$ cat src/pkg/gp6_regs.vh
/*
 Register map, field positions, reset values and timing counts of the
 single-pin control block. Assumes inclusion by bare name from verilog/.
*/
`ifndef GP6_REGS_VH
`define GP6_REGS_VH

// Register indices; byte address is four times the index
`define GP6_CFG_IDX 20'h0403d
`define GP6_CFG_ADDR 20'h100f4
`define GP6_LEVEL_ADDR 20'h00000
`define GP6_STATUS_ADDR 20'h00004

// Configuration fields
`define PIN_DIRECTION_BIT 15
`define PULL_SELECT_HI 14
`define PULL_SELECT_LO 13
`define GP6_IRQ_MODE_BIT 12
`define GP6_SUPPLY_BIT 11
`define PIN_POLARITY_BIT 10
`define OPEN_DRAIN_SELECT_BIT 9
`define PIN_ENABLE_BIT 7
`define PIN_FUNCTION_HI 3
`define PIN_FUNCTION_LO 0

`define GP6_CFG_RESET 16'ha400
`define GP6_CFG_MASK 16'hfe8f

// Pull codes
`define PULL_SELECT_NONE 2'h0
`define PULL_SELECT_DOWN 2'h1
`define PULL_SELECT_UP 2'h2

// Input function codes
`define GP6_FI_GPIO_LONG 4'h0
`define GP6_FI_GPIO 4'h1
`define GP6_FI_SLEEP_LONG 4'h4
`define GP6_FI_HWCTL1_LONG 4'he
`define GP6_FI_HWCTL2_LONG 4'hf

// Output function codes
`define GP6_FO_LEVEL 4'h0
`define GP6_FO_CLK32K 4'h1
`define GP6_FO_ON 4'h2
`define GP6_FO_SLEEP 4'h3
`define GP6_FO_CHANGE 4'h4
`define GP6_FO_VOLTAGE_SCALE_REQ_ONE 4'h8
`define GP6_FO_VOLTAGE_SCALE_REQ_TWO 4'h9
`define GP6_FO_EXTEN1 4'ha
`define GP6_FO_EXTEN2 4'hb
`define GP6_FO_SYSTEM_SUPPLY_GOOD 4'hc
`define GP6_FO_PGOOD 4'hd
`define GP6_FO_CLK2M 4'he
`define GP6_FO_AUXRST 4'hf

// Timing
`define GP6_LONG_DEB_CYCLES 16'h1000

// Bus responses
`define GP6_RESP_OKAY 2'h0
`define GP6_RESP_SLVERR 2'h2

`endif

$ cat src/verilog/gp6_pin.v
/*
 Control logic of one general-purpose pin with an AXI4-Lite register
 port. Assumes the pad cell resolves pad_out/pad_oe and applies pulls.
*/
// Operation
// - Pull field: 00 none, 01 down, 10 up, 11 reserved; resets down.
// - Edge mode 0 interrupts on logical rising edge, so polarity picks edge.
// - Edge mode 1 interrupts on both edges regardless of polarity.
// - Supply bit picks digital buffer supply (0) or alternate supply (1).
// - Polarity 0 inverts pin for input and output functions.
// - Polarity 1, the reset value, keeps pin non-inverted.
// - Driver bit: 0 push-pull, 1 open-drain; resets push-pull.
// - Enable bit 0, the reset value, keeps pin high-impedance.
// - Enable bit 1 runs pin per direction, function and driver.
// - Input codes 0 long-debounced plain input, 1 plain input.
// - Input codes 2-6: power, sleep/wake, long sleep/wake, sleep, power-on.
// - Input codes 7 watchdog reset, 8 and 9 voltage-scaling requests.
// - Input codes 10 and 11 are hardware enable inputs.
// - Input codes 12,13 hardware control; 14,15 same with long debounce.
// - Output code 0 drives programmed level, 1 the 32.768kHz clock.
// - Output codes 2 ON, 3 SLEEP, 4 state change; 5-7 reserved.
// - Output codes 8,9 scaling done; 10,11 external power enables.
// - Output code 12 system supply good, 13 converter power good.
// - Output code 14 the 2MHz power clock, 15 auxiliary reset.
`timescale 1ns/1ns
`default_nettype none
`include "gp6_regs.vh"

module gp6_pin #(
  parameter ADDR_W = 20,
  parameter CNT_W = 16,
  parameter [15:0] LONG_CYCLES = `GP6_LONG_DEB_CYCLES
) (
  // Clock and reset
  input wire clock,
  input wire rst_n,
  input wire ce,
  // AXI4-Lite write address
  input wire [ADDR_W-1:0] s_axi_awaddr,
  input wire s_axi_awvalid,
  output wire s_axi_awready,
  // AXI4-Lite write data
  input wire [31:0] s_axi_wdata,
  input wire [3:0] s_axi_wstrb,
  input wire s_axi_wvalid,
  output wire s_axi_wready,
  // AXI4-Lite write response
  output reg [1:0] s_axi_bresp,
  output reg s_axi_bvalid,
  input wire s_axi_bready,
  // AXI4-Lite read address
  input wire [ADDR_W-1:0] s_axi_araddr,
  input wire s_axi_arvalid,
  output wire s_axi_arready,
  // AXI4-Lite read data
  output reg [31:0] s_axi_rdata,
  output reg [1:0] s_axi_rresp,
  output reg s_axi_rvalid,
  input wire s_axi_rready,
  // Pad
  input wire pad_in,
  output reg pad_out,
  output reg pad_oe,
  output reg pull_up_en,
  output reg pull_down_en,
  output reg io_supply_select,
  // Asynchronous clock sources for output roles
  input wire osc_32k_clk,
  input wire ext_pwr_clk_2m,
  // Same-clock output role sources
  input wire on_state,
  input wire sleep_state,
  input wire state_change,
  input wire dvs_done_one,
  input wire dvs_done_two,
  input wire ext_pwr_en_one,
  input wire ext_pwr_en_two,
  input wire system_supply_good,
  input wire converter_power_good,
  input wire aux_reset,
  // Input roles, one bit per function code
  output reg [15:0] role_in,
  output reg pin_irq_pulse
);

  localparam [1:0] WR_IDLE = 2'h0;
  localparam [1:0] WR_DO = 2'h1;
  localparam [1:0] WR_RESP = 2'h2;

  // Decoded byte addresses, compared on word bits only
  localparam [ADDR_W-1:0] CFG_BYTE = `GP6_CFG_ADDR;
  localparam [ADDR_W-1:0] LEVEL_BYTE = `GP6_LEVEL_ADDR;
  localparam [ADDR_W-1:0] STATUS_BYTE = `GP6_STATUS_ADDR;

  reg [15:0] cfg_reg;
  reg level_reg;
  reg [1:0] wr_state_reg;
  reg aw_held_reg;
  reg w_held_reg;
  reg [ADDR_W-1:0] aw_addr_reg;
  reg [31:0] w_data_reg;
  reg [3:0] w_strb_reg;
  reg in_prev_reg;
  reg in_valid_reg;

  wire [2:0] async_vec;
  wire [2:0] long_vec;
  wire [2:0] sync_vec;
  wire pin_direction;
  wire [1:0] pull_select;
  wire irq_edge_mode;
  wire pin_polarity;
  wire open_drain_select;
  wire pin_enable;
  wire [3:0] pin_function;
  wire long_deb;
  wire in_level;
  wire input_live;
  wire [15:0] cfg_next;

  assign pin_direction = cfg_reg[`PIN_DIRECTION_BIT];
  assign pull_select = cfg_reg[`PULL_SELECT_HI:`PULL_SELECT_LO];
  assign irq_edge_mode = cfg_reg[`GP6_IRQ_MODE_BIT];
  assign pin_polarity = cfg_reg[`PIN_POLARITY_BIT];
  assign open_drain_select = cfg_reg[`OPEN_DRAIN_SELECT_BIT];
  assign pin_enable = cfg_reg[`PIN_ENABLE_BIT];
  assign pin_function = cfg_reg[`PIN_FUNCTION_HI:`PIN_FUNCTION_LO];

  // Long debounce applies to codes 0, 4, 14 and 15
  assign long_deb = (pin_function == `GP6_FI_GPIO_LONG) ||
                    (pin_function == `GP6_FI_SLEEP_LONG) ||
                    (pin_function == `GP6_FI_HWCTL1_LONG) ||
                    (pin_function == `GP6_FI_HWCTL2_LONG);

  assign async_vec = {ext_pwr_clk_2m, osc_32k_clk, pad_in};
  assign long_vec = {1'b0, 1'b0, long_deb};

  // Synchronisers for the pad and the two foreign clocks
  genvar gi;
  generate
    for (gi = 0; gi < 3; gi = gi + 1) begin : g_sync
      gp6_sync #(
        .CNT_W(CNT_W),
        .LONG_CYCLES(LONG_CYCLES)
      ) u_sync (
        .clock(clock),
        .rst_n(rst_n),
        .ce(ce),
        .async_in(async_vec[gi]),
        .long_en(long_vec[gi]),
        .level_out(sync_vec[gi])
      );
    end
  endgenerate

  // Logical input level after polarity
  assign in_level = pin_polarity ? sync_vec[0] : ~sync_vec[0];
  assign input_live = pin_enable & pin_direction;

  // Bus handshakes
  assign s_axi_awready = ~aw_held_reg & (wr_state_reg == WR_IDLE);
  assign s_axi_wready = ~w_held_reg & (wr_state_reg == WR_IDLE);
  assign s_axi_arready = ~s_axi_rvalid;

  // Byte-lane merge into the configuration register
  assign cfg_next = {w_strb_reg[1] ? w_data_reg[15:8] : cfg_reg[15:8],
                     w_strb_reg[0] ? w_data_reg[7:0] : cfg_reg[7:0]} &
                    `GP6_CFG_MASK;

  // Write channel and register storage
  always @(posedge clock or negedge rst_n) begin
    if (!rst_n) begin
      wr_state_reg <= WR_IDLE;
      aw_held_reg <= 1'b0;
      w_held_reg <= 1'b0;
      aw_addr_reg <= {ADDR_W{1'b0}};
      w_data_reg <= 32'h00000000;
      w_strb_reg <= 4'h0;
      s_axi_bvalid <= 1'b0;
      s_axi_bresp <= `GP6_RESP_OKAY;
      cfg_reg <= `GP6_CFG_RESET;
      level_reg <= 1'b0;
    end else if (ce) begin
      case (wr_state_reg)
        WR_IDLE: begin
          if (s_axi_awvalid && s_axi_awready) begin
            aw_held_reg <= 1'b1;
            aw_addr_reg <= s_axi_awaddr;
          end
          if (s_axi_wvalid && s_axi_wready) begin
            w_held_reg <= 1'b1;
            w_data_reg <= s_axi_wdata;
            w_strb_reg <= s_axi_wstrb;
          end
          if ((aw_held_reg || s_axi_awvalid) && (w_held_reg || s_axi_wvalid)) begin
            wr_state_reg <= WR_DO;
          end
        end
        WR_DO: begin
          aw_held_reg <= 1'b0;
          w_held_reg <= 1'b0;
          s_axi_bvalid <= 1'b1;
          s_axi_bresp <= `GP6_RESP_OKAY;
          wr_state_reg <= WR_RESP;
          if (aw_addr_reg[ADDR_W-1:2] == CFG_BYTE[ADDR_W-1:2]) begin
            cfg_reg <= cfg_next;
          end else if (aw_addr_reg[ADDR_W-1:2] == LEVEL_BYTE[ADDR_W-1:2]) begin
            if (w_strb_reg[0]) begin
              level_reg <= w_data_reg[0];
            end
          end else if (aw_addr_reg[ADDR_W-1:2] != STATUS_BYTE[ADDR_W-1:2]) begin
            s_axi_bresp <= `GP6_RESP_SLVERR;
          end
        end
        WR_RESP: begin
          if (s_axi_bready) begin
            s_axi_bvalid <= 1'b0;
            wr_state_reg <= WR_IDLE;
          end
        end
        default: begin
          wr_state_reg <= WR_IDLE;
        end
      endcase
    end
  end

  // Read channel
  always @(posedge clock or negedge rst_n) begin
    if (!rst_n) begin
      s_axi_rvalid <= 1'b0;
      s_axi_rdata <= 32'h00000000;
      s_axi_rresp <= `GP6_RESP_OKAY;
    end else if (ce) begin
      if (s_axi_rvalid) begin
        if (s_axi_rready) begin
          s_axi_rvalid <= 1'b0;
        end
      end else if (s_axi_arvalid) begin
        s_axi_rvalid <= 1'b1;
        s_axi_rresp <= `GP6_RESP_OKAY;
        s_axi_rdata <= 32'h00000000;
        if (s_axi_araddr[ADDR_W-1:2] == CFG_BYTE[ADDR_W-1:2]) begin
          s_axi_rdata <= {16'h0000, cfg_reg};
        end else if (s_axi_araddr[ADDR_W-1:2] == LEVEL_BYTE[ADDR_W-1:2]) begin
          s_axi_rdata <= {31'h0, level_reg};
        end else if (s_axi_araddr[ADDR_W-1:2] == STATUS_BYTE[ADDR_W-1:2]) begin
          s_axi_rdata <= {28'h0000000, pad_oe, pad_out, in_level, sync_vec[0]};
        end else begin
          s_axi_rresp <= `GP6_RESP_SLVERR;
        end
      end
    end
  end

  // Pad drive, pulls and supply select
  reg src_level;
  reg drive_level;
  always @* begin
    src_level = 1'b0;
    case (pin_function)
      `GP6_FO_LEVEL: src_level = level_reg;
      `GP6_FO_CLK32K: src_level = sync_vec[1];
      `GP6_FO_ON: src_level = on_state;
      `GP6_FO_SLEEP: src_level = sleep_state;
      `GP6_FO_CHANGE: src_level = state_change;
      `GP6_FO_VOLTAGE_SCALE_REQ_ONE: src_level = dvs_done_one;
      `GP6_FO_VOLTAGE_SCALE_REQ_TWO: src_level = dvs_done_two;
      `GP6_FO_EXTEN1: src_level = ext_pwr_en_one;
      `GP6_FO_EXTEN2: src_level = ext_pwr_en_two;
      `GP6_FO_SYSTEM_SUPPLY_GOOD: src_level = system_supply_good;
      `GP6_FO_PGOOD: src_level = converter_power_good;
      `GP6_FO_CLK2M: src_level = sync_vec[2];
      `GP6_FO_AUXRST: src_level = aux_reset;
      default: src_level = 1'b0;
    endcase
    drive_level = pin_polarity ? src_level : ~src_level;
  end

  always @(posedge clock or negedge rst_n) begin
    if (!rst_n) begin
      pad_out <= 1'b0;
      pad_oe <= 1'b0;
      pull_up_en <= 1'b0;
      pull_down_en <= 1'b0;
      io_supply_select <= 1'b0;
    end else if (ce) begin
      io_supply_select <= cfg_reg[`GP6_SUPPLY_BIT];
      if (!pin_enable) begin
        pad_out <= 1'b0;
        pad_oe <= 1'b0;
        pull_up_en <= 1'b0;
        pull_down_en <= 1'b0;
      end else begin
        pull_up_en <= (pull_select == `PULL_SELECT_UP);
        pull_down_en <= (pull_select == `PULL_SELECT_DOWN);
        if (pin_direction) begin
          pad_out <= 1'b0;
          pad_oe <= 1'b0;
        end else if (open_drain_select) begin
          pad_out <= 1'b0;
          pad_oe <= ~drive_level;
        end else begin
          pad_out <= drive_level;
          pad_oe <= 1'b1;
        end
      end
    end
  end

  // Input roles and edge interrupt
  always @(posedge clock or negedge rst_n) begin
    if (!rst_n) begin
      role_in <= 16'h0000;
      pin_irq_pulse <= 1'b0;
      in_prev_reg <= 1'b0;
      in_valid_reg <= 1'b0;
    end else if (ce) begin
      in_prev_reg <= in_level;
      in_valid_reg <= input_live;
      pin_irq_pulse <= 1'b0;
      // Wait one live cycle so turning the input on gives no false edge
      if (input_live && in_valid_reg) begin
        if (irq_edge_mode) begin
          pin_irq_pulse <= in_level ^ in_prev_reg;
        end else begin
          pin_irq_pulse <= in_level & ~in_prev_reg;
        end
      end
      // One-hot role by function code
      role_in <= 16'h0000;
      if (input_live) begin
        role_in[pin_function] <= in_level;
      end
    end
  end

endmodule

`default_nettype wire

$ cat src/verilog/gp6_sync.v
/*
 Three-stage synchroniser with agreement check and optional long
 debounce. Assumes async_in is from outside the clock domain.
*/
`timescale 1ns/1ns
`default_nettype none

module gp6_sync #(
  parameter CNT_W = 16,
  parameter [15:0] LONG_CYCLES = 16'h1000
) (
  // Clock and reset
  input wire clock,
  input wire rst_n,
  input wire ce,
  // Signal
  input wire async_in,
  input wire long_en,
  output reg level_out
);

  reg s1_reg;
  reg s2_reg;
  reg s3_reg;
  reg agreed_reg;
  reg [CNT_W-1:0] cnt_reg;

  always @(posedge clock or negedge rst_n) begin
    if (!rst_n) begin
      s1_reg <= 1'b0;
      s2_reg <= 1'b0;
      s3_reg <= 1'b0;
      agreed_reg <= 1'b0;
      cnt_reg <= {CNT_W{1'b0}};
      level_out <= 1'b0;
    end else if (ce) begin
      s1_reg <= async_in;
      s2_reg <= s1_reg;
      s3_reg <= s2_reg;
      if (s2_reg == s3_reg) begin
        agreed_reg <= s3_reg;
      end
      if (!long_en || agreed_reg == level_out) begin
        cnt_reg <= {CNT_W{1'b0}};
        level_out <= agreed_reg;
      end else if (cnt_reg >= LONG_CYCLES[CNT_W-1:0] - 1'b1) begin
        cnt_reg <= {CNT_W{1'b0}};
        level_out <= agreed_reg;
      end else begin
        cnt_reg <= cnt_reg + 1'b1;
      end
    end
  end

endmodule

`default_nettype wire
$ cat config.mk
export PLATFORM = sky130hd
export DESIGN_NAME = gp6_pin
export DESIGN_NICKNAME = d
export VERILOG_FILES = /design/src/verilog/gp6_pin.v /design/src/verilog/gp6_sync.v
export VERILOG_INCLUDE_DIRS = /design/src /design/src/pkg
export SDC_FILE = /design/constraint.sdc
export NUM_CORES = 1
export LEC_CHECK = 0
export BUFFER_PORTS_ARGS = -buffer_cell sky130_fd_sc_hd__buf_2
export CORE_UTILIZATION = 30
export CTS_CLUSTER_SIZE = 10
export DETAILED_ROUTE_END_ITERATION = 10
export PLACE_DENSITY_LB_ADDON = 0.25
export SETUP_SLACK_MARGIN = 0.3
export SYNTH_ARGS = -nofsm -noshare
export SYNTH_HDL_FRONTEND = slang
export SYNTH_SLANG_ARGS = --single-unit
$ cat constraint.sdc
create_clock -name clock -period 3.2 [get_ports clock]
set_input_delay 0.96 -clock clock [delete_from_list [all_inputs] [get_ports clock]]
set_output_delay 0.96 -clock clock [all_outputs]
set_load 0.005 [all_outputs]
Word-level counts from Yosys, hierarchy flattened
Cells that the tools add are included.
{"block": "word_totals", "output_inout_bits": 63, "reg_bits": 148, "word_cells": 160}
{"block": "classes", "n_eq_ne": 28, "order_cmp": 3, "n_reduce_logical": 34, "mux": 41, "n_bitwise": 14, "n_addsub": 1}
{"operator": "$mux 16", "n": 4}
{"operator": "$eq 18x15->1 const B", "n": 2}
{"operator": "$logic_not 18->1", "n": 2}
{"operator": "$eq 4x4->1 const B", "n": 8}
{"operator": "$mux 1", "n": 21}
{"operator": "$reduce_and 3->1", "n": 7}
{"operator": "$eq 18x1->1 const B", "n": 1}
{"operator": "$ne 18x1->1 const B", "n": 1}
{"operator": "$add 16x1->16 const B", "n": 1}
{"operator": "$and 16x16->16", "n": 1}
{"operator": "$ge 16x12->1 const B", "n": 1}
{"operator": "$mux 2", "n": 8}
{"operator": "$pmux 1 s13", "n": 1}
{"operator": "$reduce_and 2->1", "n": 5}
{"operator": "$eq 4x2->1 const B", "n": 2}
{"operator": "$mux 4", "n": 2}
{"operator": "$not 1->1", "n": 8}
{"operator": "$reduce_and 4->1", "n": 2}
{"operator": "$logic_or 1x1->1", "n": 6}
{"operator": "$ne 2x1->1 const B", "n": 3}
{"operator": "$pmux 1 s2", "n": 3}
{"operator": "$pmux 2 s3", "n": 1}
{"operator": "$reduce_bool 2->1", "n": 3}
{"operator": "$logic_and 1x1->1", "n": 5}
{"operator": "other kinds (15)", "n": 23}

Logic depth before layout (Yosys ltp)
Gate-level depths: netlist (run 1).
{"block": "logic_depth", "word_depth": 8, "mapped_depth": 6, "mapped_depth_nobuf": 6}

Modules after synthesis
From an unflattened synthesis (run 1), not the netlist that was laid out.
{"block": "unflattened", "hier_cells": 621, "hier_area_um2": 7044.3}
{"mod": "gp6_pin", "area_per_inst_um2": 3941.3, "cells_per_inst": 316, "seq_area_each_um2": 2230.9, "instances": 1}
{"mod": "gp6_sync (g_sync[0].u_sync ...)", "area_per_inst_um2": 1026.0, "cells_per_inst": 102, "seq_area_each_um2": 525.5, "instances": 2}
{"mod": "gp6_sync (g_sync[2].u_sync)", "area_per_inst_um2": 1051.0, "cells_per_inst": 101, "seq_area_each_um2": 525.5, "instances": 1}

Worst setup path after synthesis (run 1)
No wires, ideal clock.
{"block": "synth_path", "kind": "input to register", "startpoint": "input ce", "endpoint": "register aw_addr_reg[11]", "setup_time_ps": 125, "slack_ps": 944, "t_arrival_ps": 2131, "path_buffers": 3, "stages": 5, "required_time_ps": 3075, "cell_sequence": "clkbuf_1 and3_1 buf_2 buf_2 mux2_2"}
{"block": "synth_via", "elab_chain_len": 1}
{"element": "start: declaration", "line_no": "gp6_pin.v:37", "text": "input wire ce,"}
{"element": "$reduce_and 3->1 (no source line)"}
{"element": "end signal: assignment", "line_no": "gp6_pin.v:176", "text": "aw_addr_reg <= {ADDR_W{1'b0}};"}
{"element": "end signal: assignment", "line_no": "gp6_pin.v:188", "text": "aw_addr_reg <= s_axi_awaddr;"}
{"element": "end: declaration", "line_no": "gp6_pin.v:100", "text": "reg [ADDR_W-1:0] aw_addr_reg;"}
Every way passes these cells.
A chain may end at the register's enable or synchronous reset.

Worst setup path after layout (run 1)
{"block": "layout_path", "startpoint": "register wr_state_reg[0]", "endpoint": "output s_axi_awready"}
{"block": "layout_via", "elab_chain_len": 2}
{"element": "start: declaration", "line_no": "gp6_pin.v:97", "text": "reg [1:0] wr_state_reg;"}
{"element": "start signal: assignment", "line_no": "gp6_pin.v:173", "text": "wr_state_reg <= WR_IDLE;"}
{"element": "start signal: assignment", "line_no": "gp6_pin.v:196", "text": "wr_state_reg <= WR_DO;"}
{"element": "start signal: assignment", "line_no": "gp6_pin.v:204", "text": "wr_state_reg <= WR_RESP;"}
{"element": "$logic_not 2->1", "line_no": "gp6_pin.v:161", "text": "assign s_axi_awready = ~aw_held_reg & (wr_state_reg == WR_IDLE);"}
{"element": "$and 1x1->1", "line_no": "gp6_pin.v:161"}
{"element": "end: declaration", "line_no": "gp6_pin.v:41", "text": "output wire s_axi_awready,"}
Every way passes these cells.

==> results of run 1 <==
## logic make-up (layout without fill, tap and decap cells)
group                      count (synthesis)  after routing
AOI/OAI and AO/OA                         81             81
xor gates and xnor gates                   8              8
adders and majority gates                  2              2
buffers and inverters                     52            161
DFF                                      120            120
muxes                                     64             64
other                                      1             22
and+or+nand+nor                          113            113
## layout by cell type (no fill, tap or decap), drive strengths merged, types with 7 or more instances in the layout
cell	netlist	layout
a21oi	7	7
buf	31	118
nand2	31	31
inv	10	10
nand4	8	8
and3	7	7
nor3	7	7
mux2	59	59
o21ai	19	19
nor4	9	9
o2bb2ai	22	22
a22o	8	8
conb	1	22
nand3	13	13
nor2	16	16
clkbuf	10	19
dfrtp	117	117
## layout make-up
cell class                      instances  area (um^2)  area share, %
Timing Repair Buffer                  118          623           9.28
Tap cell                              225          282           4.19
Clock inverter                         13          201           3.00
Sequential cell                       120         3010           44.8
Inverter                               11         41.3          0.615
Multi-Input combinational cell        290         2120           31.6
Clock buffer                           19          443           6.59
## metal layers
layer / global-route usage (%) / part of all wire, % / vias up
met1: 17.6 / 44 / 1938
met2: 23.4 / 49 / 109
met5: 0 / 0 / -
li1: - / - / 1814
met3: 4.75 / 5.3 / 14
met4: 5.37 / 1.3 / 0
## report_power, final
group | leakage, uW | total [uW] | internal, uW | switching [uW]
clock network | 0.000309 | 2070 | 1400 | 677
logic | 0.00127 | 743 | 397 | 346
registers | 0.00154 | 2040 | 1830 | 207
total | 0.00312 | 4850 | 3620 | 1230
## critical path: stages (launching register included)
cell	delay, ps
sky130_fd_sc_hd__dfrtp_1	460
sky130_fd_sc_hd__nor3_1	300
sky130_fd_sc_hd__buf_2	170
## metrics by stage
step	power [uW]	util [%]	area [um^2]
2_1_floorplan	2580	-	5430
3_3_place_gp	2770	35.0	6070
3_5_place_dp	2820	35.0	6070
4_1_cts	4910	38.7	6720
5_1_grt	5120	38.7	6720
6_report	4850	38.7	6720
## final timing paths
kind                                 start               to  depth (start not counted)
setup reg to reg           wr_state_reg[0]   aw_addr_reg[7]                          3
setup / recovery           wr_state_reg[0]    s_axi_awready                          2
hold reg to reg             s_axi_rresp[1]   s_axi_rresp[1]                          2
hold / removal              s_axi_rresp[1]   s_axi_rresp[1]                          2
min in group asynchronous            rst_n       role_in[9]                          1
max in group asynchronous            rst_n  aw_addr_reg[12]                          2
==> run_summary.xml, run 1 <==
<?xml version="1.0" encoding="UTF-8"?>
<metrics>
  <group name="timing">
    <metric name="fin_tns_setup" unit="ps">0</metric>
    <metric name="final.setup_skew" unit="ps">5.10</metric>
    <metric name="setup_viol" unit="">0</metric>
    <metric name="unrepaired_setup_endpoints_after_global_routing" unit="">false</metric>
    <metric name="maxClockFrequency" unit="MHz">434</metric>
    <metric name="slew_headroom" unit="%">43.1</metric>
    <metric name="finalMaxSlewViolations" unit="">0</metric>
    <metric name="final.setup.worst_slack" unit="ps">897</metric>
    <metric name="fin_crit_sh" unit="%">72.0</metric>
    <metric name="tightest_slew" unit="ps">854</metric>
    <metric name="timing.final.crit_period" unit="ps">2300</metric>
    <metric name="timing_hold_violations_final" unit="">0</metric>
    <metric name="worst_hold_slack" unit="ps">472</metric>
  </group>
  <group name="clock_tree">
    <metric name="cts_setup_buffers" unit="">0</metric>
    <metric name="cts.clk_slew.worst_paths" unit="ps">50</metric>
    <metric name="cts_tree" unit="">done</metric>
    <metric name="h-tree-depth" unit="">4</metric>
    <metric name="insertion_delay" unit="ps">410</metric>
    <metric name="clock-root-buffer" unit="">sky130_fd_sc_hd__clkbuf_16</metric>
    <metric name="clockBufferDepth" unit="">2</metric>
    <metric name="ctsHoldBuffers" unit="">0</metric>
    <metric name="clkSinkCount" unit="">120</metric>
    <metric name="ctsResizeCount" unit="">0</metric>
    <metric name="tritoncts.num_buffers" unit="">17</metric>
  </group>
  <group name="final_layout">
    <metric name="filler_cell_count" unit="">1655</metric>
    <metric name="post_layout_nonfiller_instances" unit="">796</metric>
    <metric name="area_added_between_synthesis_and_finish" unit="%">25.4</metric>
    <metric name="flip_flop_count_of_the_largest_register_after_layout" unit="">18</metric>
    <metric name="final_layout_size_suffix_gt1_share" unit="%">38.5</metric>
    <metric name="diodes" unit="">0</metric>
    <metric name="fin_nets" unit="">657</metric>
  </group>
  <group name="placed_design">
    <metric name="post-place-cells" unit="">764</metric>
    <metric name="hpwlAfterDp" unit="um">8980</metric>
    <metric name="port_buffers" unit="">111</metric>
    <metric name="placement_setup_slack" unit="ps">577</metric>
    <metric name="replace_congestion" unit="">0.774</metric>
  </group>
  <group name="setup_path">
    <metric name="reg2reg_setup_slack" unit="ps">1130</metric>
    <metric name="cp-end-kind" unit="">output port</metric>
    <metric name="worst-setup-path-type" unit="">flop to output port</metric>
    <metric name="worst-path-max-fanout" unit="">8</metric>
    <metric name="cp_data_arrival_time" unit="ps">1340</metric>
    <metric name="worst_setup_path_start_kind" unit="">flop</metric>
    <metric name="cp_data_required_time" unit="ps">2240</metric>
  </group>
  <group name="drt">
    <metric name="drtAntennaViolNets" unit="">0</metric>
    <metric name="drt_pre_antenna_iters" unit="">4</metric>
    <metric name="routed_via_density" unit="">4.87</metric>
    <metric name="drt_drc_violations_left" unit="">0</metric>
    <metric name="wl_per_instance" unit="um">15.7</metric>
    <metric name="drt_first_iter_violations" unit="">233</metric>
    <metric name="total_routed_length" unit="um">12500</metric>
    <metric name="route.vias.total" unit="">3875</metric>
  </group>
  <group name="logic_synthesis">
    <metric name="synth.top_cells.by_area" unit="">sky130_fd_sc_hd__dfrtp_1, sky130_fd_sc_hd__mux2_2, sky130_fd_sc_hd__o2bb2ai_1</metric>
    <metric name="synth.lib_cells_used.distinct" unit="">57</metric>
    <metric name="synth_compound_area_share" unit="%">11.2</metric>
    <metric name="synth.area.mux_share" unit="%">13.3</metric>
    <metric name="synth.avg_cell_area" unit="um^2">12.1</metric>
    <metric name="async_flop_share" unit="%">100</metric>
    <metric name="synth-edff-count" unit="">0</metric>
    <metric name="synth.largest_area_cell" unit="">sky130_fd_sc_hd__dfrtp_1</metric>
    <metric name="ys_seq_area_share" unit="%">56.1</metric>
    <metric name="post-synth-top-count-cell" unit="">sky130_fd_sc_hd__dfrtp_1</metric>
    <metric name="synth.cells.most_frequent" unit="">sky130_fd_sc_hd__dfrtp_1, sky130_fd_sc_hd__mux2_2, sky130_fd_sc_hd__nand2_1</metric>
    <metric name="ys_seq_elements" unit="">120</metric>
    <metric name="synth_top_family_by_area" unit="">multiplexers</metric>
    <metric name="postSynthCellCount" unit="">441</metric>
    <metric name="synth_simple_gate_area_share" unit="%">11.8</metric>
    <metric name="synth_xor_xnor_area_share" unit="%">1.31</metric>
    <metric name="synth_top_cell_area_share" unit="%">54.7</metric>
    <metric name="ys.warnings.count" unit="">0</metric>
    <metric name="synth_area" unit="um^2">5360</metric>
    <metric name="post_synth_fa_ha_maj_area_fraction" unit="%">0.467</metric>
    <metric name="ys.flop_type" unit="">sky130_fd_sc_hd__dfrtp_1</metric>
  </group>
  <group name="pwr">
    <metric name="power_leakage" unit="uW">0.00312</metric>
    <metric name="power_per_cell_area" unit="nW/um^2">722</metric>
    <metric name="peak_supply_drop" unit="mV">0.476</metric>
  </group>
  <group name="die">
    <metric name="fp.dieW" unit="um">136</metric>
    <metric name="fp.dieArea" unit="um^2">18400</metric>
    <metric name="initial_core_util" unit="%">30.9</metric>
    <metric name="dieHeight" unit="um">136</metric>
    <metric name="std_cell_rows" unit="">48</metric>
    <metric name="fp.coreArea" unit="um^2">17400</metric>
    <metric name="io_pins" unit="">160</metric>
  </group>
  <group name="grt">
    <metric name="grt_pass1_wl" unit="um">19900</metric>
    <metric name="largest_net_degree_at_the_start_of_global_routing" unit="">49</metric>
    <metric name="gr-usage-all-layers" unit="%">14.4</metric>
    <metric name="first_global_vias" unit="">3897</metric>
    <metric name="grt_overflow" unit="">0</metric>
    <metric name="antenna_found_initial" unit="">0</metric>
  </group>
  <group name="min_path">
    <metric name="min-delay-path-class" unit="">flop to flop</metric>
  </group>
  <group name="run_status">
    <metric name="run_status" unit="">completed</metric>
  </group>
  <group name="flow_run">
    <metric name="max_cap_viol_count" unit="">0</metric>
  </group>
</metrics>
No activity file was read; power rests on OpenSTA's default activity.
==> run 2: changes to the inputs <==
Clock period 3.2 ns to 2.15 ns, I/O delays scaled along.
==> run 2 against run 1 <==
Final cell count grew 1.6%. Flip-flop and latch count stayed put. Clock skew up 0.79 ps. Register-to-register slack worse by 900 ps. Sequential power is 49% higher. Clock power is 21% higher. Wire length is 0.51% higher. Non-clock buffer count up 13. Via count hardly changed. Worst setup slack lost 660 ps. Sequential share of layout area is 0.33 points lower. Die area unchanged. Critical path type is now flop to flop.
==> run_summary.xml, run 2 (synthesis results as in run 1) <==
<?xml version="1.0" encoding="UTF-8"?>
<metrics>
  <group name="final_layout">
    <metric name="layout.cells.most_common" unit="">sky130_fd_sc_hd__dfrtp_1</metric>
    <metric name="final_layout_size_suffix_gt1_share" unit="%">40.4</metric>
    <metric name="fin_nets" unit="">670</metric>
    <metric name="diodes" unit="">0</metric>
    <metric name="filler_cell_count" unit="">1676</metric>
    <metric name="finalCoreUtilization" unit="%">39.0</metric>
    <metric name="flip_flop_count_of_the_largest_register_after_layout" unit="">18</metric>
    <metric name="area_added_between_synthesis_and_finish" unit="%">26.5</metric>
    <metric name="most-common-layout-cells" unit="">sky130_fd_sc_hd__dfrtp_1, sky130_fd_sc_hd__buf_2, sky130_fd_sc_hd__mux2_2, sky130_fd_sc_hd__nand2_1</metric>
    <metric name="post_layout_nonfiller_instances" unit="">809</metric>
  </group>
  <group name="grt">
    <metric name="gr-usage-all-layers" unit="%">14.6</metric>
    <metric name="antenna_found_initial" unit="">1</metric>
    <metric name="grt_pass1_wl" unit="um">20500</metric>
    <metric name="grt_overflow" unit="">0</metric>
    <metric name="first_global_vias" unit="">3986</metric>
    <metric name="largest_net_degree_at_the_start_of_global_routing" unit="">67</metric>
  </group>
  <group name="timing">
    <metric name="setup_viol" unit="">0</metric>
    <metric name="final.setup_skew" unit="ps">5.89</metric>
    <metric name="unrepaired_setup_endpoints_after_global_routing" unit="">true</metric>
    <metric name="timing.final.crit_period" unit="ps">1920</metric>
    <metric name="fin_crit_sh" unit="%">89.1</metric>
    <metric name="worst_hold_slack" unit="ps">87.1</metric>
    <metric name="timing_hold_violations_final" unit="">0</metric>
    <metric name="finalMaxSlewViolations" unit="">0</metric>
    <metric name="fin_tns_setup" unit="ps">0</metric>
    <metric name="maxClockFrequency" unit="MHz">522</metric>
  </group>
  <group name="clock_tree">
    <metric name="clock-root-buffer" unit="">sky130_fd_sc_hd__clkbuf_16</metric>
    <metric name="clkSinkCount" unit="">120</metric>
    <metric name="ctsHoldBuffers" unit="">0</metric>
    <metric name="clockBufferDepth" unit="">2</metric>
    <metric name="cts_tree" unit="">done</metric>
    <metric name="cts.clk_slew.worst_paths" unit="ps">50</metric>
    <metric name="tritoncts.num_buffers" unit="">17</metric>
    <metric name="insertion_delay" unit="ps">410</metric>
    <metric name="h-tree-depth" unit="">4</metric>
  </group>
  <group name="placed_design">
    <metric name="replace_congestion" unit="">0.743</metric>
    <metric name="hpwlAfterDp" unit="um">9080</metric>
    <metric name="post-place-cells" unit="">773</metric>
    <metric name="port_buffers" unit="">111</metric>
  </group>
  <group name="drt">
    <metric name="wl_per_instance" unit="um">15.5</metric>
    <metric name="drtAntennaViolNets" unit="">0</metric>
    <metric name="route.vias.total" unit="">3878</metric>
    <metric name="drt_drc_violations_left" unit="">0</metric>
    <metric name="drt_first_iter_violations" unit="">171</metric>
    <metric name="drt_pre_antenna_iters" unit="">4</metric>
    <metric name="total_routed_length" unit="um">12600</metric>
    <metric name="routed_via_density" unit="">4.79</metric>
  </group>
  <group name="pwr">
    <metric name="sw_frac_of_total" unit="%">26.4</metric>
    <metric name="sequentialPowerShare" unit="%">44.7</metric>
    <metric name="peak_supply_drop" unit="mV">0.563</metric>
    <metric name="reported_net_switching_power" unit="uW">1800</metric>
    <metric name="p_total" unit="uW">6800</metric>
    <metric name="power_leakage" unit="uW">0.00316</metric>
    <metric name="clock_share_of_power" unit="%">36.9</metric>
    <metric name="power_per_cell_area" unit="nW/um^2">1000</metric>
    <metric name="power_frac_comb" unit="%">18.3</metric>
    <metric name="power_report.internal_total" unit="uW">5010</metric>
  </group>
  <group name="setup_path">
    <metric name="r2r_cells" unit="">4</metric>
    <metric name="crit_chain" unit="">or4_4 &gt; nor4_4 &gt; nand2_2 &gt; mux2_2</metric>
    <metric name="worst-setup-path-type" unit="">flop to flop</metric>
    <metric name="critical_path_buf_inv_count" unit="">0</metric>
    <metric name="cp_data_required_time" unit="ps">2440</metric>
    <metric name="reg2reg_setup_slack" unit="ps">230</metric>
    <metric name="critical-path-max-stage-delay" unit="ps">560</metric>
    <metric name="cpMaxStageDelayCell" unit="">sky130_fd_sc_hd__or4_4</metric>
    <metric name="launching_point_of_the_worst_reg2reg_path" unit="">aw_addr_reg[15]</metric>
    <metric name="worstReg2RegEnd" unit="">cfg_reg[0]</metric>
    <metric name="cp_data_arrival_time" unit="ps">2210</metric>
    <metric name="worst-path-max-fanout" unit="">5</metric>
    <metric name="critical_path.top_delay_family" unit="">simple AND/OR/NAND/NOR gates</metric>
    <metric name="worst_setup_path_start_kind" unit="">flop</metric>
    <metric name="cp-end-kind" unit="">flop</metric>
  </group>
  <group name="flow_run">
    <metric name="max_cap_viol_count" unit="">0</metric>
  </group>
  <group name="die">
    <metric name="io_pins" unit="">160</metric>
    <metric name="initial_core_util" unit="%">30.9</metric>
    <metric name="dieHeight" unit="um">136</metric>
    <metric name="std_cell_rows" unit="">48</metric>
    <metric name="fp.coreArea" unit="um^2">17400</metric>
    <metric name="fp.dieW" unit="um">136</metric>
    <metric name="fp.dieArea" unit="um^2">18400</metric>
  </group>
  <group name="min_path">
    <metric name="min-delay-path-class" unit="">input pin to async pin</metric>
  </group>
  <group name="run_status">
    <metric name="run_status" unit="">completed</metric>
  </group>
</metrics>
run 2: changes by cell type in the layout (fill, tap and decap cells not counted), moves of 2 or more:
cell / before / now
sky130_fd_sc_hd__buf_12: 1 / 4
sky130_fd_sc_hd__clkbuf_8: 1 / 4
sky130_fd_sc_hd__buf_4: 7 / 17
sky130_fd_sc_hd__dfrtp_2: 0 / 3
sky130_fd_sc_hd__bufinv_16: 5 / 0
sky130_fd_sc_hd__nor3_1: 7 / 5
sky130_fd_sc_hd__dfrtp_1: 117 / 114
sky130_fd_sc_hd__clkinvlp_4: 3 / 0
sky130_fd_sc_hd__clkbuf_1: 1 / 7
run 2: cell type report:
| class | instances | area, um^2 | area share (%) |
|---|---|---|---|
| clock buffer | 28 | 507 | 7.48 |
| clock inverter | 4 | 20.0 | 0.295 |
| inverter | 11 | 41.3 | 0.609 |
| multi-input combinational | 290 | 2160 | 31.8 |
| sequential | 120 | 3010 | 44.4 |
| tap | 225 | 282 | 4.16 |
| timing repair buffer | 131 | 758 | 11.2 |
run 2: worst max-delay path by stage:
stage	startpoint	to	slack, ps	cells past startpoint
after floorplan	s_axi_araddr[7]	s_axi_rdata[1]	310	4
after global placement	ce	cfg_reg[2]	120	6
after detailed placement	ce	cfg_reg[1]	110	6
after CTS	aw_addr_reg[15]	cfg_reg[3]	190	4
after global routing	aw_addr_reg[15]	cfg_reg[2]	120	4
final	aw_addr_reg[15]	cfg_reg[0]	230	4
run 2: power groups by stage:
stage          Sequential (uW)  Combinational, uW  Clock, uW
3_5_place_dp              3070               1170          0
6_report                  3040               1250       2510
3_3_place_gp              3050               1140          0
2_1_floorplan             2960                879          0
4_1_cts                   3040               1260       2590
5_1_grt                   3110               1380       2710
run 2: what timing repair did:
item                                    in CTS  in global routing
pin swaps                                    3                  2
gates cloned                                 0                  0
endpoints found under the setup margin      22                 32
buffers inserted                             4                  0
gates resized for setup                      8                  3
run 2: per-stage QoR:
step	area (um^2)	setup slack [ps]
after floorplan	5440	307
after global placement	6180	120
after detailed placement	6180	111
after CTS	6760	190
after global routing	6780	121
final	6780	234
run 2: per-layer routing:
metal	global-route usage, %	vias to the layer above	routed length, um
met5	0	-	0
met4	5.62	0	203
met2	23.5	96	6010
met3	5.13	14	756
met1	17.9	1929	5600
li1	-	1839	-
run 2: worst reg2reg max path, cell delays in order, from the launching register on:
cell and delay (ps):
sky130_fd_sc_hd__dfrtp_1 370, sky130_fd_sc_hd__or4_4 560, sky130_fd_sc_hd__nor4_4 400, sky130_fd_sc_hd__nand2_2 170, sky130_fd_sc_hd__mux2_2 290
==> run 3: changes to the inputs <==
Settings changed: CORE_ASPECT_RATIO set to 1.25.
==> run 3 against run 2 <==
Power is 6.9% higher. Maximum frequency is 1.3% higher. First-iteration DRC count is 22% lower. Die area hardly changed. Clock power is 16% higher. Final cell count is 1.2% higher. Worst setup slack better by 24 ps. Via count is 3.1% higher. Largest cell class unchanged.
==> run_summary.xml, run 3 (synthesis results as in run 1) <==
<?xml version="1.0" encoding="UTF-8"?>
<metrics>
  <group name="final_layout">
    <metric name="stdcell_area" unit="um^2">6980</metric>
    <metric name="final_layout_size_suffix_gt1_share" unit="%">43.7</metric>
    <metric name="fin_nets" unit="">681</metric>
    <metric name="most-common-layout-cells" unit="">sky130_fd_sc_hd__dfrtp_1, sky130_fd_sc_hd__buf_2, sky130_fd_sc_hd__mux2_2, sky130_fd_sc_hd__nand2_1, sky130_fd_sc_hd__buf_4</metric>
    <metric name="area_added_between_synthesis_and_finish" unit="%">30.3</metric>
    <metric name="flip_flop_count_of_the_largest_register_after_layout" unit="">18</metric>
    <metric name="post_layout_nonfiller_instances" unit="">819</metric>
    <metric name="diodes" unit="">0</metric>
  </group>
  <group name="placed_design">
    <metric name="post-place-cells" unit="">777</metric>
    <metric name="replace_congestion" unit="">0.752</metric>
    <metric name="hpwlAfterDp" unit="um">9200</metric>
    <metric name="placed_instance_area" unit="um^2">6200</metric>
    <metric name="port_buffers" unit="">111</metric>
  </group>
  <group name="grt">
    <metric name="largest_net_degree_at_the_start_of_global_routing" unit="">121</metric>
    <metric name="grt_overflow" unit="">0</metric>
    <metric name="grt_pass1_wl" unit="um">20200</metric>
    <metric name="antenna_found_initial" unit="">1</metric>
    <metric name="first_global_vias" unit="">3894</metric>
    <metric name="gr-usage-all-layers" unit="%">14.8</metric>
  </group>
  <group name="clock_tree">
    <metric name="insertion_delay" unit="ps">420</metric>
    <metric name="clock-root-buffer" unit="">sky130_fd_sc_hd__clkbuf_16</metric>
    <metric name="cts.clk_slew.worst_paths" unit="ps">50</metric>
    <metric name="cts_tree" unit="">done</metric>
    <metric name="clkSinkCount" unit="">120</metric>
    <metric name="clockBufferDepth" unit="">2</metric>
    <metric name="h-tree-depth" unit="">4</metric>
    <metric name="tritoncts.num_buffers" unit="">17</metric>
  </group>
  <group name="setup_path">
    <metric name="worst-path-max-fanout" unit="">7</metric>
    <metric name="cpMaxStageDelayCell" unit="">sky130_fd_sc_hd__or4_4</metric>
    <metric name="worst-setup-path-type" unit="">flop to flop</metric>
    <metric name="cp_data_required_time" unit="ps">2450</metric>
    <metric name="r2r_cells" unit="">5</metric>
    <metric name="cp-end-kind" unit="">flop</metric>
    <metric name="launching_point_of_the_worst_reg2reg_path" unit="">aw_addr_reg[15]</metric>
    <metric name="worst_setup_path_start_kind" unit="">flop</metric>
    <metric name="critical-path-max-stage-delay" unit="ps">570</metric>
    <metric name="worstSetupStartpoint" unit="">aw_addr_reg[15]</metric>
    <metric name="reg2reg_setup_slack" unit="ps">260</metric>
    <metric name="worstReg2RegEnd" unit="">cfg_reg[14]</metric>
    <metric name="crit_chain" unit="">or4_4 &gt; nor4_4 &gt; buf_4 &gt; nand2_8 &gt; mux2_2</metric>
    <metric name="critical_path.top_delay_family" unit="">simple AND/OR/NAND/NOR gates</metric>
    <metric name="logic_depth_of_the_worst_path_buffers_included" unit="">5</metric>
    <metric name="worst_setup_path_endpoint" unit="">cfg_reg[14]</metric>
    <metric name="critical_path_buf_inv_count" unit="">1</metric>
    <metric name="cp_data_arrival_time" unit="ps">2190</metric>
  </group>
  <group name="drt">
    <metric name="routed_via_density" unit="">4.88</metric>
    <metric name="drtAntennaViolNets" unit="">0</metric>
    <metric name="drt_pre_antenna_iters" unit="">4</metric>
    <metric name="wl_per_instance" unit="um">15.7</metric>
    <metric name="total_routed_length" unit="um">12800</metric>
    <metric name="drt_first_iter_violations" unit="">134</metric>
    <metric name="drt_drc_violations_left" unit="">0</metric>
    <metric name="route.vias.total" unit="">4000</metric>
  </group>
  <group name="timing">
    <metric name="setup_viol" unit="">0</metric>
    <metric name="worst_hold_slack" unit="ps">304</metric>
    <metric name="maxClockFrequency" unit="MHz">529</metric>
    <metric name="fin_tns_setup" unit="ps">0</metric>
    <metric name="timing_hold_violations_final" unit="">0</metric>
    <metric name="tightest_slew" unit="ps">672</metric>
    <metric name="finalMaxSlewViolations" unit="">0</metric>
    <metric name="timing.final.crit_period" unit="ps">1890</metric>
    <metric name="fin_crit_sh" unit="%">88.0</metric>
    <metric name="slew_headroom" unit="%">55.2</metric>
    <metric name="unrepaired_setup_endpoints_after_global_routing" unit="">true</metric>
    <metric name="final.setup_skew" unit="ps">5.62</metric>
  </group>
  <group name="pwr">
    <metric name="peak_supply_drop" unit="mV">0.673</metric>
    <metric name="power_leakage" unit="uW">0.00325</metric>
    <metric name="power_per_cell_area" unit="nW/um^2">1040</metric>
  </group>
  <group name="die">
    <metric name="fp.dieW" unit="um">122</metric>
    <metric name="std_cell_rows" unit="">54</metric>
    <metric name="initial_core_util" unit="%">30.7</metric>
    <metric name="fp.coreArea" unit="um^2">17400</metric>
    <metric name="fp.dieArea" unit="um^2">18400</metric>
    <metric name="dieHeight" unit="um">151</metric>
    <metric name="io_pins" unit="">160</metric>
  </group>
  <group name="min_path">
    <metric name="min-delay-path-class" unit="">input pin to async pin</metric>
  </group>
  <group name="run_status">
    <metric name="run_status" unit="">completed</metric>
  </group>
  <group name="flow_run">
    <metric name="max_cap_viol_count" unit="">0</metric>
  </group>
</metrics>
run 3: worst min-delay path by stage:
stage,cells after the start,endpoint
global placement,2,s_axi_rresp[1]
floorplan,0,aw_addr_reg[10]
detailed placement,2,s_axi_rresp[1]
CTS,2,role_in[11]
global route,2,role_in[9]
finish,2,role_in[9]
run 3: timing repair:
item | in CTS | in global routing
pin swaps | 6 | 6
buffers inserted | 6 | 4
hold endpoints to repair | 0 | 0
gates resized for setup | 13 | 11
hold buffers | 0 | 0
endpoints found under the setup margin | 17 | 24
run 3: through the flow:
stage / total power (uW) / setup WS [ps] / util (%)
finish: 7270 / 258 / 40.0
global route: 7640 / 206 / 40.0
CTS: 7330 / 276 / 39.6
detailed placement: 4270 / 89.6 / 35.6
global placement: 4200 / 110 / 35.6
floorplan: 3840 / 307 / -
run 3: power by group:
part / switching, uW / internal (uW)
Clock: 977 / 1940
Combinational: 562 / 731
Sequential: 340 / 2720
run 3: final cells by class:
type,count,area (um^2)
clock inverters,8,118
fillers,1706,10500
flip-flops and latches,120,3020
multi-input cells,290,2200
inverters,11,41.3
well taps,224,280
clock buffers,24,492
repair buffers,142,828
run 3: metal layers:
layer | track usage [%] | vias up | share of wire, %
met5 | 0 | - | 0.10
met4 | 7.10 | 2 | 2.0
met3 | 4.74 | 21 | 6.5
met2 | 24.9 | 128 | 51
met1 | 16.9 | 1992 | 41
li1 | - | 1857 | -
run 3: worst register-to-register path: stages, from the launching register on:
cell and delay (ps):
sky130_fd_sc_hd__dfrtp_1 380, sky130_fd_sc_hd__or4_4 570, sky130_fd_sc_hd__nor4_4 300, sky130_fd_sc_hd__buf_4 180, sky130_fd_sc_hd__nand2_8 70, sky130_fd_sc_hd__mux2_2 270
